$ cat config.mk
export PLATFORM = sky130hd
export DESIGN_NAME = hf_oscillator_control
export DESIGN_NICKNAME = d
export VERILOG_FILES = /design/src/hw/hfo_pkg.sv /design/src/hw/hfo_dither.sv /design/src/hw/hf_oscillator_control.sv
export VERILOG_INCLUDE_DIRS = /design/src /design/src/hw
export SDC_FILE = /design/constraint.sdc
export NUM_CORES = 1
export LEC_CHECK = 0
export BUFFER_PORTS_ARGS = -buffer_cell sky130_fd_sc_hd__buf_2
export CAP_MARGIN = 20
export CORE_ASPECT_RATIO = 1.2
export CORE_UTILIZATION = 50
export CTS_CLUSTER_DIAMETER = 30
export CTS_CLUSTER_SIZE = 24
export DETAILED_ROUTE_END_ITERATION = 10
export PLACE_DENSITY = 0.75
export SYNTH_ARGS = -nofsm -noshare
export SYNTH_HDL_FRONTEND = slang
export SYNTH_SLANG_ARGS = --single-unit
$ cat constraint.sdc
create_clock -name clock -period 4.7 [get_ports clock]
set_input_delay 0.235 -clock clock [delete_from_list [all_inputs] [get_ports clock]]
set_output_delay 0.235 -clock clock [all_outputs]
set_load 0.05 [all_outputs]
$ cat src/hw/hfo_regs.svh
// Register map and constants of the internal oscillator control block.
// Assumes inclusion by the package and by the design modules only.
// Function
// RULE1 - Bit 7 enables the internal oscillator; resets to one.
// RULE2 - Read-only bit 6 reports oscillator running at programmed frequency; resets one.
// RULE3 - Writing one to bit 5 suspends; any wake event resumes.
// RULE4 - Read-only bit 4 high while wake timer unsafe; up to three timer clocks.
// RULE5 - Software avoids wake timer registers while the sync flag reads one.
// RULE6 - Bit 3 enables spread-spectrum dithering; resets to zero.
// RULE7 - Bits 1:0 select post divide 8, 4, 2, 1; reset 00.
// RULE8 - Bit 2 unused, reads zero, writes ignored.
// RULE9 - Crystal or resonator mode takes both crystal pins.
// RULE10 - Capacitor, RC or CMOS mode uses only the crystal output pin.
// RULE11 - Software selects external oscillator type and frequency range.
// RULE12 - Software makes the crossbar skip oscillator pins.
// RULE13 - Software sets pins analog, or digital input in CMOS mode.
// RULE14 - Dithering steps a triangle of period osc/384, updating every 32 cycles.
// RULE15 - Three-bit source select: 000 internal, 001 external.
// RULE16 - A wake event clears the suspend bit in hardware.
`ifndef HFO_REGS_SVH
`define HFO_REGS_SVH
`define HFO_CTRL_ADDR 8'ha9
`define HFO_CTRL_RESET 8'hc0
`define HFO_BIT_EN 7
`define HFO_BIT_RDY 6
`define HFO_BIT_SUSP 5
`define HFO_BIT_SYNC 4
`define HFO_BIT_DITH 3
`define HFO_DIV_MSB 1
`define HFO_DIV_LSB 0
`define HFO_DITH_STEP 32
`define HFO_DITH_STEPS 12
`define HFO_SYNC_CLKS 3
`define HFO_SETTLE 16
`define HFO_SRC_INT 3'h0
`define HFO_SRC_EXT 3'h1
`define HFO_XMODE_OFF 3'h0
`define HFO_XMODE_CMOS 3'h2
`define HFO_XMODE_CMOS2 3'h3
`define HFO_XMODE_RC 3'h4
`define HFO_XMODE_CAP 3'h5
`define HFO_XMODE_XTAL 3'h6
`define HFO_XMODE_CRYSTAL_OUT_PIN 3'h7
`endif

$ cat src/hw/hfo_pkg.sv
// Types shared by the oscillator control modules.
// Assumes the constants header is on the include path.
`include "hfo_regs.svh"
package hfo_pkg;
    typedef enum logic [1:0] {
        HFO_RUN = 2'b00,
        HFO_SETTLING = 2'b01,
        HFO_SUSP = 2'b10,
        HFO_OFF = 2'b11
    } hfo_state_e;
    // Pin direction and routing for the two crystal pins
    typedef struct packed {
        logic xtalInUsed;
        logic xtalOutUsed;
        logic cmosInput;
    } hfo_pins_s;
endpackage

$ cat src/hw/hfo_dither.sv
// Stepped triangle generator for spread-spectrum dithering.
// Assumes the clock here stands in for the oscillator clock.
`timescale 1ns/1ps
`include "hfo_regs.svh"
module hfo_dither
    import hfo_pkg::*;
(
    input wire logic clock,
    input wire logic rst,
    input wire logic enable,
    output logic signed [3:0] trimOffset
);
    logic [4:0] cycleCnt_r, cycleCnt_nxt;
    logic [3:0] stepIdx_r, stepIdx_nxt;
    logic signed [3:0] trim_r, trim_nxt;

    // Step counter; 12 steps of 32 cycles give one 384-cycle period
    always_comb begin
        cycleCnt_nxt = cycleCnt_r;
        stepIdx_nxt = stepIdx_r;
        trim_nxt = trim_r;
        if (!enable) begin
            cycleCnt_nxt = 5'h00;
            stepIdx_nxt = 4'h0;
            trim_nxt = 4'sh0;
        end else if (cycleCnt_r == 5'(`HFO_DITH_STEP - 1)) begin // [RULE14]
            cycleCnt_nxt = 5'h00;
            stepIdx_nxt = (stepIdx_r == 4'(`HFO_DITH_STEPS - 1)) ? 4'h0 : stepIdx_r + 4'h1;
            // Triangle: 0,1,2,3,2,1,0,-1,-2,-3,-2,-1
            case (stepIdx_nxt)
                4'h0, 4'h6: trim_nxt = 4'sh0;
                4'h1, 4'h5: trim_nxt = 4'sh1;
                4'h2, 4'h4: trim_nxt = 4'sh2;
                4'h3: trim_nxt = 4'sh3;
                4'h7, 4'hb: trim_nxt = -4'sh1;
                4'h8, 4'ha: trim_nxt = -4'sh2;
                4'h9: trim_nxt = -4'sh3;
                default: trim_nxt = 4'sh0;
            endcase
        end else begin
            cycleCnt_nxt = cycleCnt_r + 5'h01;
        end
    end

    always_ff @(posedge clock or posedge rst) begin
        if (rst) begin
            cycleCnt_r <= 5'h00;
            stepIdx_r <= 4'h0;
            trim_r <= 4'sh0;
        end else begin
            cycleCnt_r <= cycleCnt_nxt;
            stepIdx_r <= stepIdx_nxt;
            trim_r <= trim_nxt;
        end
    end

    assign trimOffset = trim_r;
endmodule // hfo_dither

$ cat src/hw/hf_oscillator_control.sv
// Control register and status logic of the internal high-frequency oscillator,
// plus crystal pin routing for the external drive circuit.
// Assumes the core register port below, and synchronous wake and timer inputs
// except the timer clock tick, which arrives from another domain.
`timescale 1ns/1ps
`include "hfo_regs.svh"
module hf_oscillator_control
    import hfo_pkg::*;
(
    input wire logic clock,
    input wire logic rst,
    input wire logic [7:0] regAddr,
    input wire logic regWrite,
    input wire logic [7:0] regWdata,
    output logic [7:0] regRdata,
    input wire logic wakeEvent,
    input wire logic wakeByTimer,
    input wire logic timerClkPin,
    input wire logic [2:0] extOscMode,
    input wire logic [2:0] clock_source_select,
    output logic hfOscRunning,
    output logic [1:0] hfPostDivide,
    output logic signed [3:0] ditherTrim,
    output logic sysClkFromExt,
    output hfo_pins_s pinRoute
);
    logic hfOscEnable_r, hfOscEnable_nxt;
    logic suspend_r, suspend_nxt;
    logic ditherEnable_r, ditherEnable_nxt;
    logic [1:0] postDiv_r, postDiv_nxt;
    logic ready_r, ready_nxt;
    logic [4:0] settle_r, settle_nxt;
    hfo_state_e state_r, state_nxt;
    logic syncFlag_r, syncFlag_nxt;
    logic [1:0] syncCnt_r, syncCnt_nxt;
    logic tmrMeta_r, tmrSync_r, tmrPrev_r;
    logic tmrEdge, ctrlWrite;
    logic [2:0] srcSel_r;
    hfo_pins_s pins_r, pins_nxt;
    logic [7:0] rdata_nxt;
    // Reset image of the control register; field resets are cut from it so they cannot drift
    localparam logic [7:0] CtrlReset = `HFO_CTRL_RESET;

    // Write strobe aimed at the control register
    assign ctrlWrite = regWrite && (regAddr == `HFO_CTRL_ADDR);

    // Timer clock from its own domain; two flops before edge detection
    // Edge detector resets low, as the timer clock idles low, so no false edge
    always_ff @(posedge clock or posedge rst) begin
        if (rst) begin
            tmrMeta_r <= 1'b0;
            tmrSync_r <= 1'b0;
            tmrPrev_r <= 1'b0;
        end else begin
            tmrMeta_r <= timerClkPin;
            tmrSync_r <= tmrMeta_r;
            tmrPrev_r <= tmrSync_r;
        end
    end
    assign tmrEdge = tmrSync_r && !tmrPrev_r;

    // Software-written control fields; bit 2 is simply not stored
    always_comb begin
        hfOscEnable_nxt = hfOscEnable_r;
        ditherEnable_nxt = ditherEnable_r;
        postDiv_nxt = postDiv_r;
        suspend_nxt = suspend_r;
        if (ctrlWrite) begin
            hfOscEnable_nxt = regWdata[`HFO_BIT_EN]; // [RULE1]
            ditherEnable_nxt = regWdata[`HFO_BIT_DITH]; // [RULE6]
            postDiv_nxt = regWdata[`HFO_DIV_MSB:`HFO_DIV_LSB]; // [RULE7] [RULE8]
            if (regWdata[`HFO_BIT_SUSP])
                suspend_nxt = 1'b1; // [RULE3]
        end
        // Wake wins over a same-cycle suspend write so no wake is lost
        if (wakeEvent)
            suspend_nxt = 1'b0; // [RULE16]
    end

    // Oscillator state: settle after enable or wake before ready is reported
    // A suspend written while settling waits until the oscillator runs
    always_comb begin
        state_nxt = state_r;
        settle_nxt = settle_r;
        ready_nxt = ready_r;
        case (state_r)
            HFO_RUN: begin
                ready_nxt = 1'b1;
                if (!hfOscEnable_r) begin
                    state_nxt = HFO_OFF;
                    ready_nxt = 1'b0;
                end else if (suspend_r) begin
                    state_nxt = HFO_SUSP; // [RULE3]
                    ready_nxt = 1'b0;
                end
            end
            HFO_SETTLING: begin
                ready_nxt = 1'b0;
                if (!hfOscEnable_r) begin
                    state_nxt = HFO_OFF;
                end else if (settle_r == 5'(`HFO_SETTLE - 1)) begin
                    state_nxt = HFO_RUN;
                    ready_nxt = 1'b1; // [RULE2]
                end else begin
                    settle_nxt = settle_r + 5'h01;
                end
            end
            HFO_SUSP: begin
                ready_nxt = 1'b0;
                settle_nxt = 5'h00;
                if (!suspend_r)
                    state_nxt = HFO_SETTLING; // [RULE3]
            end
            HFO_OFF: begin
                ready_nxt = 1'b0;
                settle_nxt = 5'h00;
                if (hfOscEnable_r)
                    state_nxt = HFO_SETTLING;
            end
            default: begin
                state_nxt = HFO_OFF;
                ready_nxt = 1'b0;
            end
        endcase
    end

    // Wake timer sync flag: busy for three timer clocks after a non-timer wake
    always_comb begin
        syncFlag_nxt = syncFlag_r;
        syncCnt_nxt = syncCnt_r;
        if (wakeEvent && suspend_r && !wakeByTimer) begin
            syncFlag_nxt = 1'b1; // [RULE4]
            syncCnt_nxt = 2'h0;
        end else if (syncFlag_r && tmrEdge) begin
            if (syncCnt_r == 2'(`HFO_SYNC_CLKS - 1)) begin
                syncFlag_nxt = 1'b0; // [RULE4]
                syncCnt_nxt = 2'h0;
            end else begin
                syncCnt_nxt = syncCnt_r + 2'h1;
            end
        end
    end

    // Pin takeover follows the external oscillator mode
    always_comb begin
        pins_nxt = '0;
        case (extOscMode)
            `HFO_XMODE_XTAL, `HFO_XMODE_CRYSTAL_OUT_PIN: begin
                pins_nxt.xtalInUsed = 1'b1; // [RULE9]
                pins_nxt.xtalOutUsed = 1'b1;
            end
            `HFO_XMODE_RC, `HFO_XMODE_CAP: begin
                pins_nxt.xtalOutUsed = 1'b1; // [RULE10]
            end
            `HFO_XMODE_CMOS, `HFO_XMODE_CMOS2: begin
                pins_nxt.xtalOutUsed = 1'b1; // [RULE10]
                pins_nxt.cmosInput = 1'b1;
            end
            default: pins_nxt = '0;
        endcase
    end

    // Read data; unused bit 2 reads zero
    always_comb begin
        rdata_nxt = 8'h00;
        if (regAddr == `HFO_CTRL_ADDR) begin
            rdata_nxt[`HFO_BIT_EN] = hfOscEnable_r;
            rdata_nxt[`HFO_BIT_RDY] = ready_r; // [RULE2]
            rdata_nxt[`HFO_BIT_SUSP] = suspend_r;
            rdata_nxt[`HFO_BIT_SYNC] = syncFlag_r; // [RULE4]
            rdata_nxt[`HFO_BIT_DITH] = ditherEnable_r;
            rdata_nxt[`HFO_DIV_MSB:`HFO_DIV_LSB] = postDiv_r; // [RULE8]
        end
    end

    // Register every group of state except the timer clock synchronizer flops; field resets come from the reset image
    always_ff @(posedge clock or posedge rst) begin
        if (rst) begin
            hfOscEnable_r <= CtrlReset[`HFO_BIT_EN]; // [RULE1]
            suspend_r <= CtrlReset[`HFO_BIT_SUSP];
            ditherEnable_r <= CtrlReset[`HFO_BIT_DITH]; // [RULE6]
            postDiv_r <= CtrlReset[`HFO_DIV_MSB:`HFO_DIV_LSB]; // [RULE7]
            ready_r <= CtrlReset[`HFO_BIT_RDY]; // [RULE2]
            settle_r <= 5'h00;
            state_r <= HFO_RUN;
            syncFlag_r <= CtrlReset[`HFO_BIT_SYNC];
            syncCnt_r <= 2'h0;
            srcSel_r <= `HFO_SRC_INT;
            pins_r <= '0;
            regRdata <= 8'h00;
        end else begin
            hfOscEnable_r <= hfOscEnable_nxt;
            suspend_r <= suspend_nxt;
            ditherEnable_r <= ditherEnable_nxt;
            postDiv_r <= postDiv_nxt;
            ready_r <= ready_nxt;
            settle_r <= settle_nxt;
            state_r <= state_nxt;
            syncFlag_r <= syncFlag_nxt;
            syncCnt_r <= syncCnt_nxt;
            srcSel_r <= clock_source_select;
            pins_r <= pins_nxt;
            regRdata <= rdata_nxt;
        end
    end

    // Dither only while the oscillator actually runs
    // Trim restarts from zero whenever the oscillator leaves run
    hfo_dither u_dither (
        .clock(clock),
        .rst(rst),
        .enable(ditherEnable_r && (state_r == HFO_RUN)), // [RULE14]
        .trimOffset(ditherTrim)
    );

    // Status outputs and pin routing
    assign hfOscRunning = (state_r == HFO_RUN);
    assign hfPostDivide = postDiv_r; // [RULE7]
    assign sysClkFromExt = (srcSel_r == `HFO_SRC_EXT); // [RULE15]
    assign pinRoute = pins_r;
endmodule // hf_oscillator_control

After elaboration in Yosys (flattened, before gate mapping). Memories as Yosys holds them, arrays and structs flattened. Index checks and enable logic that the tools add are counted.

RAM bits: 0. Memory bits (read-only): 64. Bits in latches: 0. Register bits: 45. Output and inout port bits: 19. Memories: 1. Word-level logic and storage cells: 105. Bits of input ports: 28.

Add/sub/neg operators: 4. Muxes and demuxes: 36. Bitwise operators: 0. Multipliers: 0. Div/mod/pow operators: 0. Eq/ne operators: 22. Shift operators: 0. Reduce and logical (&&, ||, !) cells: 22. Order comparisons: 0.

Memories: (no name shown) (words 16, bits a word 4, read ports 1, clocked after memory_dff 0, write ports 0, RTL line hfo_dither.sv:30) `case (stepIdx_nxt)`.

Operators by type and width (count): two-way mux 5 bit (5); two-way mux 2 bit (10); two-way mux 4 bit (5); two-way mux 1 bit (13); equality test 3 bit, second input constant (4); adder 5 x 1 -> 5 bit, second input constant (2); inequality test 2 bit, second input constant (5); case mux 5 bit (2 select lines) (1); nonzero test 2 bit (5); equality test 8 bit, second input constant (1); case mux 2 bit (4 select lines) (1); equality test 2 bit, second input constant (3); equality test 3 x 2 -> 1 bit, second input constant (2); logical AND 1 bit (6); OR reduction 2 bit (3); OR reduction 6 bit (1); equality test 5 x 4 -> 1 bit, second input constant (1); equality test 5 bit, second input constant (1); adder 4 x 1 -> 4 bit, second input constant (1); equality test 4 bit, second input constant (1); AND reduction 2 bit (2); AND reduction 4 bit (1); equality test 3 x 1 -> 1 bit, second input constant (1); inequality test 3 x 2 -> 1 bit, second input constant (1); other kinds (7) (8).

Depth between registers and ports, before layout.
Depth in word-level cells: 5. Gate-level depth with buffers: 8. Gate-level depth less buffers: 7.

Hierarchy. From an unflattened synthesis, not the netlist that was laid out.

Cells, all modules: 170. Area, all modules: 1968.1 um^2.

Modules (own cells, without submodules): hf_oscillator_control (times used 1, area each 1226.2 um^2, cells an instance 95); hfo_dither (times used 1, area each 742.0 um^2, cells an instance 75).

Least setup slack after synthesis. Ideal clock, no wire load.

Path type: register -> register. From: register settle_r[0]. To: register settle_r[3]. Arrival time: 1654 ps. Setup slack: 2914 ps. Cell stages (with the launch flop): 9. Path buffers: 1. Period minus slack after synthesis: 1786 ps. Cells stage by stage: dfrtp_1 ha_1 and3_1 ha_1 and3b_1 clkbuf_1 nand4_1 xor2_1 nor2_1.

Cells in the longest elaborated chain, start to end: 4. Elaborated cells between the ends (all ways): 7.

RTL lines: start: declaration (RTL line hf_oscillator_control.sv:32) `logic [4:0] settle_r, settle_nxt;`; start signal: assignment (RTL line hf_oscillator_control.sv:197) `settle_r <= settle_nxt;`; adder 5 x 1 -> 5 bit (RTL line hf_oscillator_control.sv:105) `settle_nxt = settle_r + 5'h01;`; two-way mux 5 bit (RTL line hf_oscillator_control.sv:101) `` end else if (settle_r == 5'(`HFO_SETTLE - 1)) begin ``; two-way mux 5 bit (RTL line hf_oscillator_control.sv:99) `if (!hfOscEnable_r) begin`; case mux 5 bit (2 select lines) (RTL line hf_oscillator_control.sv:86) `case (state_r)`.

Several ways; a longest one is shown, not always the timed one. The select of a mux whose other input is x is not followed. A chain may end at the register's enable or synchronous reset.

Worst setup path in the final report.
From: register u_dither.stepIdx_r[1]. To: register u_dither.trim_r[1] (netlist: u_dither.trimOffset[1]).

Cells in the longest elaborated chain, start to end: 5. Elaborated cells between the ends (all ways): 6.

RTL lines: start: declaration (RTL line hfo_dither.sv:14) `logic [3:0] stepIdx_r, stepIdx_nxt;`; start signal: assignment (RTL line hfo_dither.sv:52) `stepIdx_r <= stepIdx_nxt;`; adder 4 x 1 -> 4 bit or equality test 4 bit (tied branches) (RTL line hfo_dither.sv:28) `` stepIdx_nxt = (stepIdx_r == 4'(`HFO_DITH_STEPS - 1)) ? 4'h0 : stepIdx_r + 4'h1; ``; two-way mux 4 bit * (RTL line hfo_dither.sv:28); memory (16 x 4 bit) *; two-way mux 4 bit * (RTL line hfo_dither.sv:26) `` end else if (cycleCnt_r == 5'(`HFO_DITH_STEP - 1)) begin ``; two-way mux 4 bit * (RTL line hfo_dither.sv:22) `if (!enable) begin`; end signal: assignment (RTL line hfo_dither.sv:53) `trim_r <= trim_nxt;`; end: declaration (RTL line hfo_dither.sv:15) `logic signed [3:0] trim_r, trim_nxt;`.

Every way passes the cells marked *; elsewhere a longest branch is shown, timed or not. The select of a mux whose other input is x is not followed.

==> results.cfg <==
[yosys]
synth_area_leaders = dfrtp_1, ha_1, nor2_1, mux2i_1, and2_1
synth.cell_area_um2 = 2030
synth-edff-count = 0
syn_avg_cell_area_um2 = 11.0
ys_seq_area_frac = 0.545
yosysMostFrequentCell = dfrtp_1
synthCells = 184
yosysTopAreaCellShare = 0.519
ys_async_sr_fraction = 1.00
synth_commonest_cells = dfrtp_1, nor2_1, a21oi_1, and2_1, nand2_1
synth-warning-count = 0
ys.flop_type = dfrtp_1
yosysTopAreaCell = dfrtp_1
ys_ff_latch = 44
synthDistinctLibCells = 42
synth.net_count = 219

[drt]
firstDrtPassIters = 4
vias = 1409
drt_iter0_markers = 76
drtAntennaViolNets = 0
drcViolationCount = 0
via_per_inst = 5.09
wl_um = 3480
wl_per_cell_um = 12.6

[critical_path]
critPathMaxFanout = 15
endpoint_kind = flop
reg2reg_to = u_dither.trimOffset[1]
r2r_cells = 5
path_class = flop to flop
required_ns = 4.90
reg2reg_slack_ns = 2.82
r2r_start = u_dither.stepIdx_r[1]
arrival_ns = 2.08
start_kind = flop

[final_layout]
diodes = 0
final_area_um2 = 2330
syn_to_final_growth_pct = 15.2
drive_above_1_share = 0.265
nNetsFinal = 258
final.fill_count = 362
register_area_um2 = 1100
multi_input_area_um2 = 842

[cts]
clock_sinks = 44
root_buffer = clkbuf_8
htreeDepth = 2
clk_latency_ns = 0.29
cts_setup_buffers = 0
cts_hold_buf = 0
cts_tree = built
clock_path_buffers = 2
clkTransAtPathRegs_ns = 0.08
numCtsBuffers = 5
post_cts_resized = 0

[timing]
finalSetupViolCount = 0
rsz0062_at_grt = no
worst_pin_slew_ns = 0.560
drv_slew = 0
setup_tns_ns = 0
hold_ws_ns = 0.0439
slew_headroom = 0.627
setup_ws_ns = 2.82
max_freq_mhz = 532
period_share = 0.400
skew_ns = 0.00621
period_minus_slack_ns = 1.88
finalHoldViolations = 0

[global_route]
antenna_found_initial = 0
grt_max_degree = 45
grt_pass1_vias = 1326
grt_overflow = 0
grt_use_total = 0.184
grt_pass1_wl_um = 5890

[placed_design]
hpwl_um = 2530
place_ws_ns = 2.82
routabilityCongestion = 0.773
dpl_cell_area_um2 = 2250
portBuffers = 41

[die]
fp.dieArea_um2 = 4310
die_x_um = 60.1
core.rowCount = 25
fp.coreArea_um2 = 3910
io-pin-count = 47
initial_core_util = 0.518
die-height_um = 71.7

[worst_hold_path]
hold_path_class = input port to flop
min_to = tmrMeta_r
holdPathStages = 1
worstHoldStart = timerClkPin

[status]
status = completed

[pwr]
powerDensity_nw_per_um2 = 289
peakVddDrop_v = 0.000209
leakage_uw = 0.00109
power.total_uw = 675

[flow_run]
maxCapViolCount = 0
[flip-flops by register name (all words and copies together), names as in the netlist, 2 cells and up]
signal	count
state_r	2
settle_r	5
syncCnt_r	2
u_dither.cycleCnt_r	5
srcSel_r	3
hfPostDivide	2
u_dither.trimOffset	3
pinRoute	3
u_dither.stepIdx_r	4
regRdata	7
[logic make-up after synthesis]
group,after synthesis,share of synthesized area
compound gates,24,0.0828
xor+xnor,6,0.0259
other cells,1,0.00185
mux,10,0.0519
fa+ha+maj,7,0.0432
simple gates,75,0.210
flops,44,0.545
buf+inv,17,0.0395
[cell type report]
| cell class | instances | area share |
|---|---|---|
| clock inverters | 2 | 0.00536 |
| flip-flops and latches | 44 | 0.473 |
| inverters | 7 | 0.0113 |
| well taps | 54 | 0.0290 |
| multi-input cells | 123 | 0.361 |
| repair buffers | 42 | 0.0912 |
| clock buffers | 5 | 0.0295 |
[how the worst max path moves through the flow]
stage                          startpoint                endpoint  slack [ns]  depth (start not counted)
floorplan                     settle_r[0]             settle_r[3]        2.91                          8
global placement    u_dither.stepIdx_r[1]  u_dither.trimOffset[1]        2.88                          5
detailed placement  u_dither.stepIdx_r[1]  u_dither.trimOffset[1]        2.82                          5
CTS                 u_dither.stepIdx_r[1]  u_dither.trimOffset[1]        2.80                          5
global route        u_dither.stepIdx_r[1]  u_dither.trimOffset[1]        2.62                          5
finish              u_dither.stepIdx_r[1]  u_dither.trimOffset[1]        2.82                          5
[layer usage]
layer	up-vias	routed length, um	share of wire	track usage
li1	706	-	-	-
met1	673	1530	0.44	0.229
met2	25	1760	0.50	0.292
met3	5	125	0.036	0.0505
met4	0	66	0.019	0.0879
met5	-	0	0	0
[cell usage in the layout, fill, tap and decap left out, drive strengths merged, types with 2 or more instances in the layout]
master / n
a21oi: 9
a22oi: 2
a31oi: 3
and2: 9
and3: 4
buf: 42
clkbuf: 5
clkinv: 2
dfrtp: 42
dfstp: 2
ha: 7
inv: 6
mux2: 4
mux2i: 6
nand2: 9
nand2b: 2
nand3: 7
nand3b: 2
nand4bb: 3
nor2: 17
nor2b: 4
nor3: 7
nor3b: 5
o21ai: 4
xnor2: 2
xor2: 4
[metrics by stage]
step | cells | util
floorplan | 184 | -
global placement | 270 | 0.576
detailed placement | 270 | 0.576
CTS | 277 | 0.597
global route | 277 | 0.597
finish | 277 | 0.597
[where the power goes]
| part | internal, uW | total (uW) | switching, uW | leakage (uW) |
|---|---|---|---|---|
| combinational | 20.8 | 48.9 | 28.1 | 0.000472 |
| sequential | 394 | 407 | 13.3 | 0.000574 |
| clock | 100 | 219 | 119 | 0.0000400 |
| total | 515 | 675 | 160 | 0.00109 |
[worst max-delay path: stages, from the launching register on]
cell	delay (ns)
dfrtp_1	0.49
ha_1	0.52
nor2_1	0.18
a31oi_4	0.22
nand3_2	0.09
o41ai_2	0.29
(Power assumes the default switching activity.)
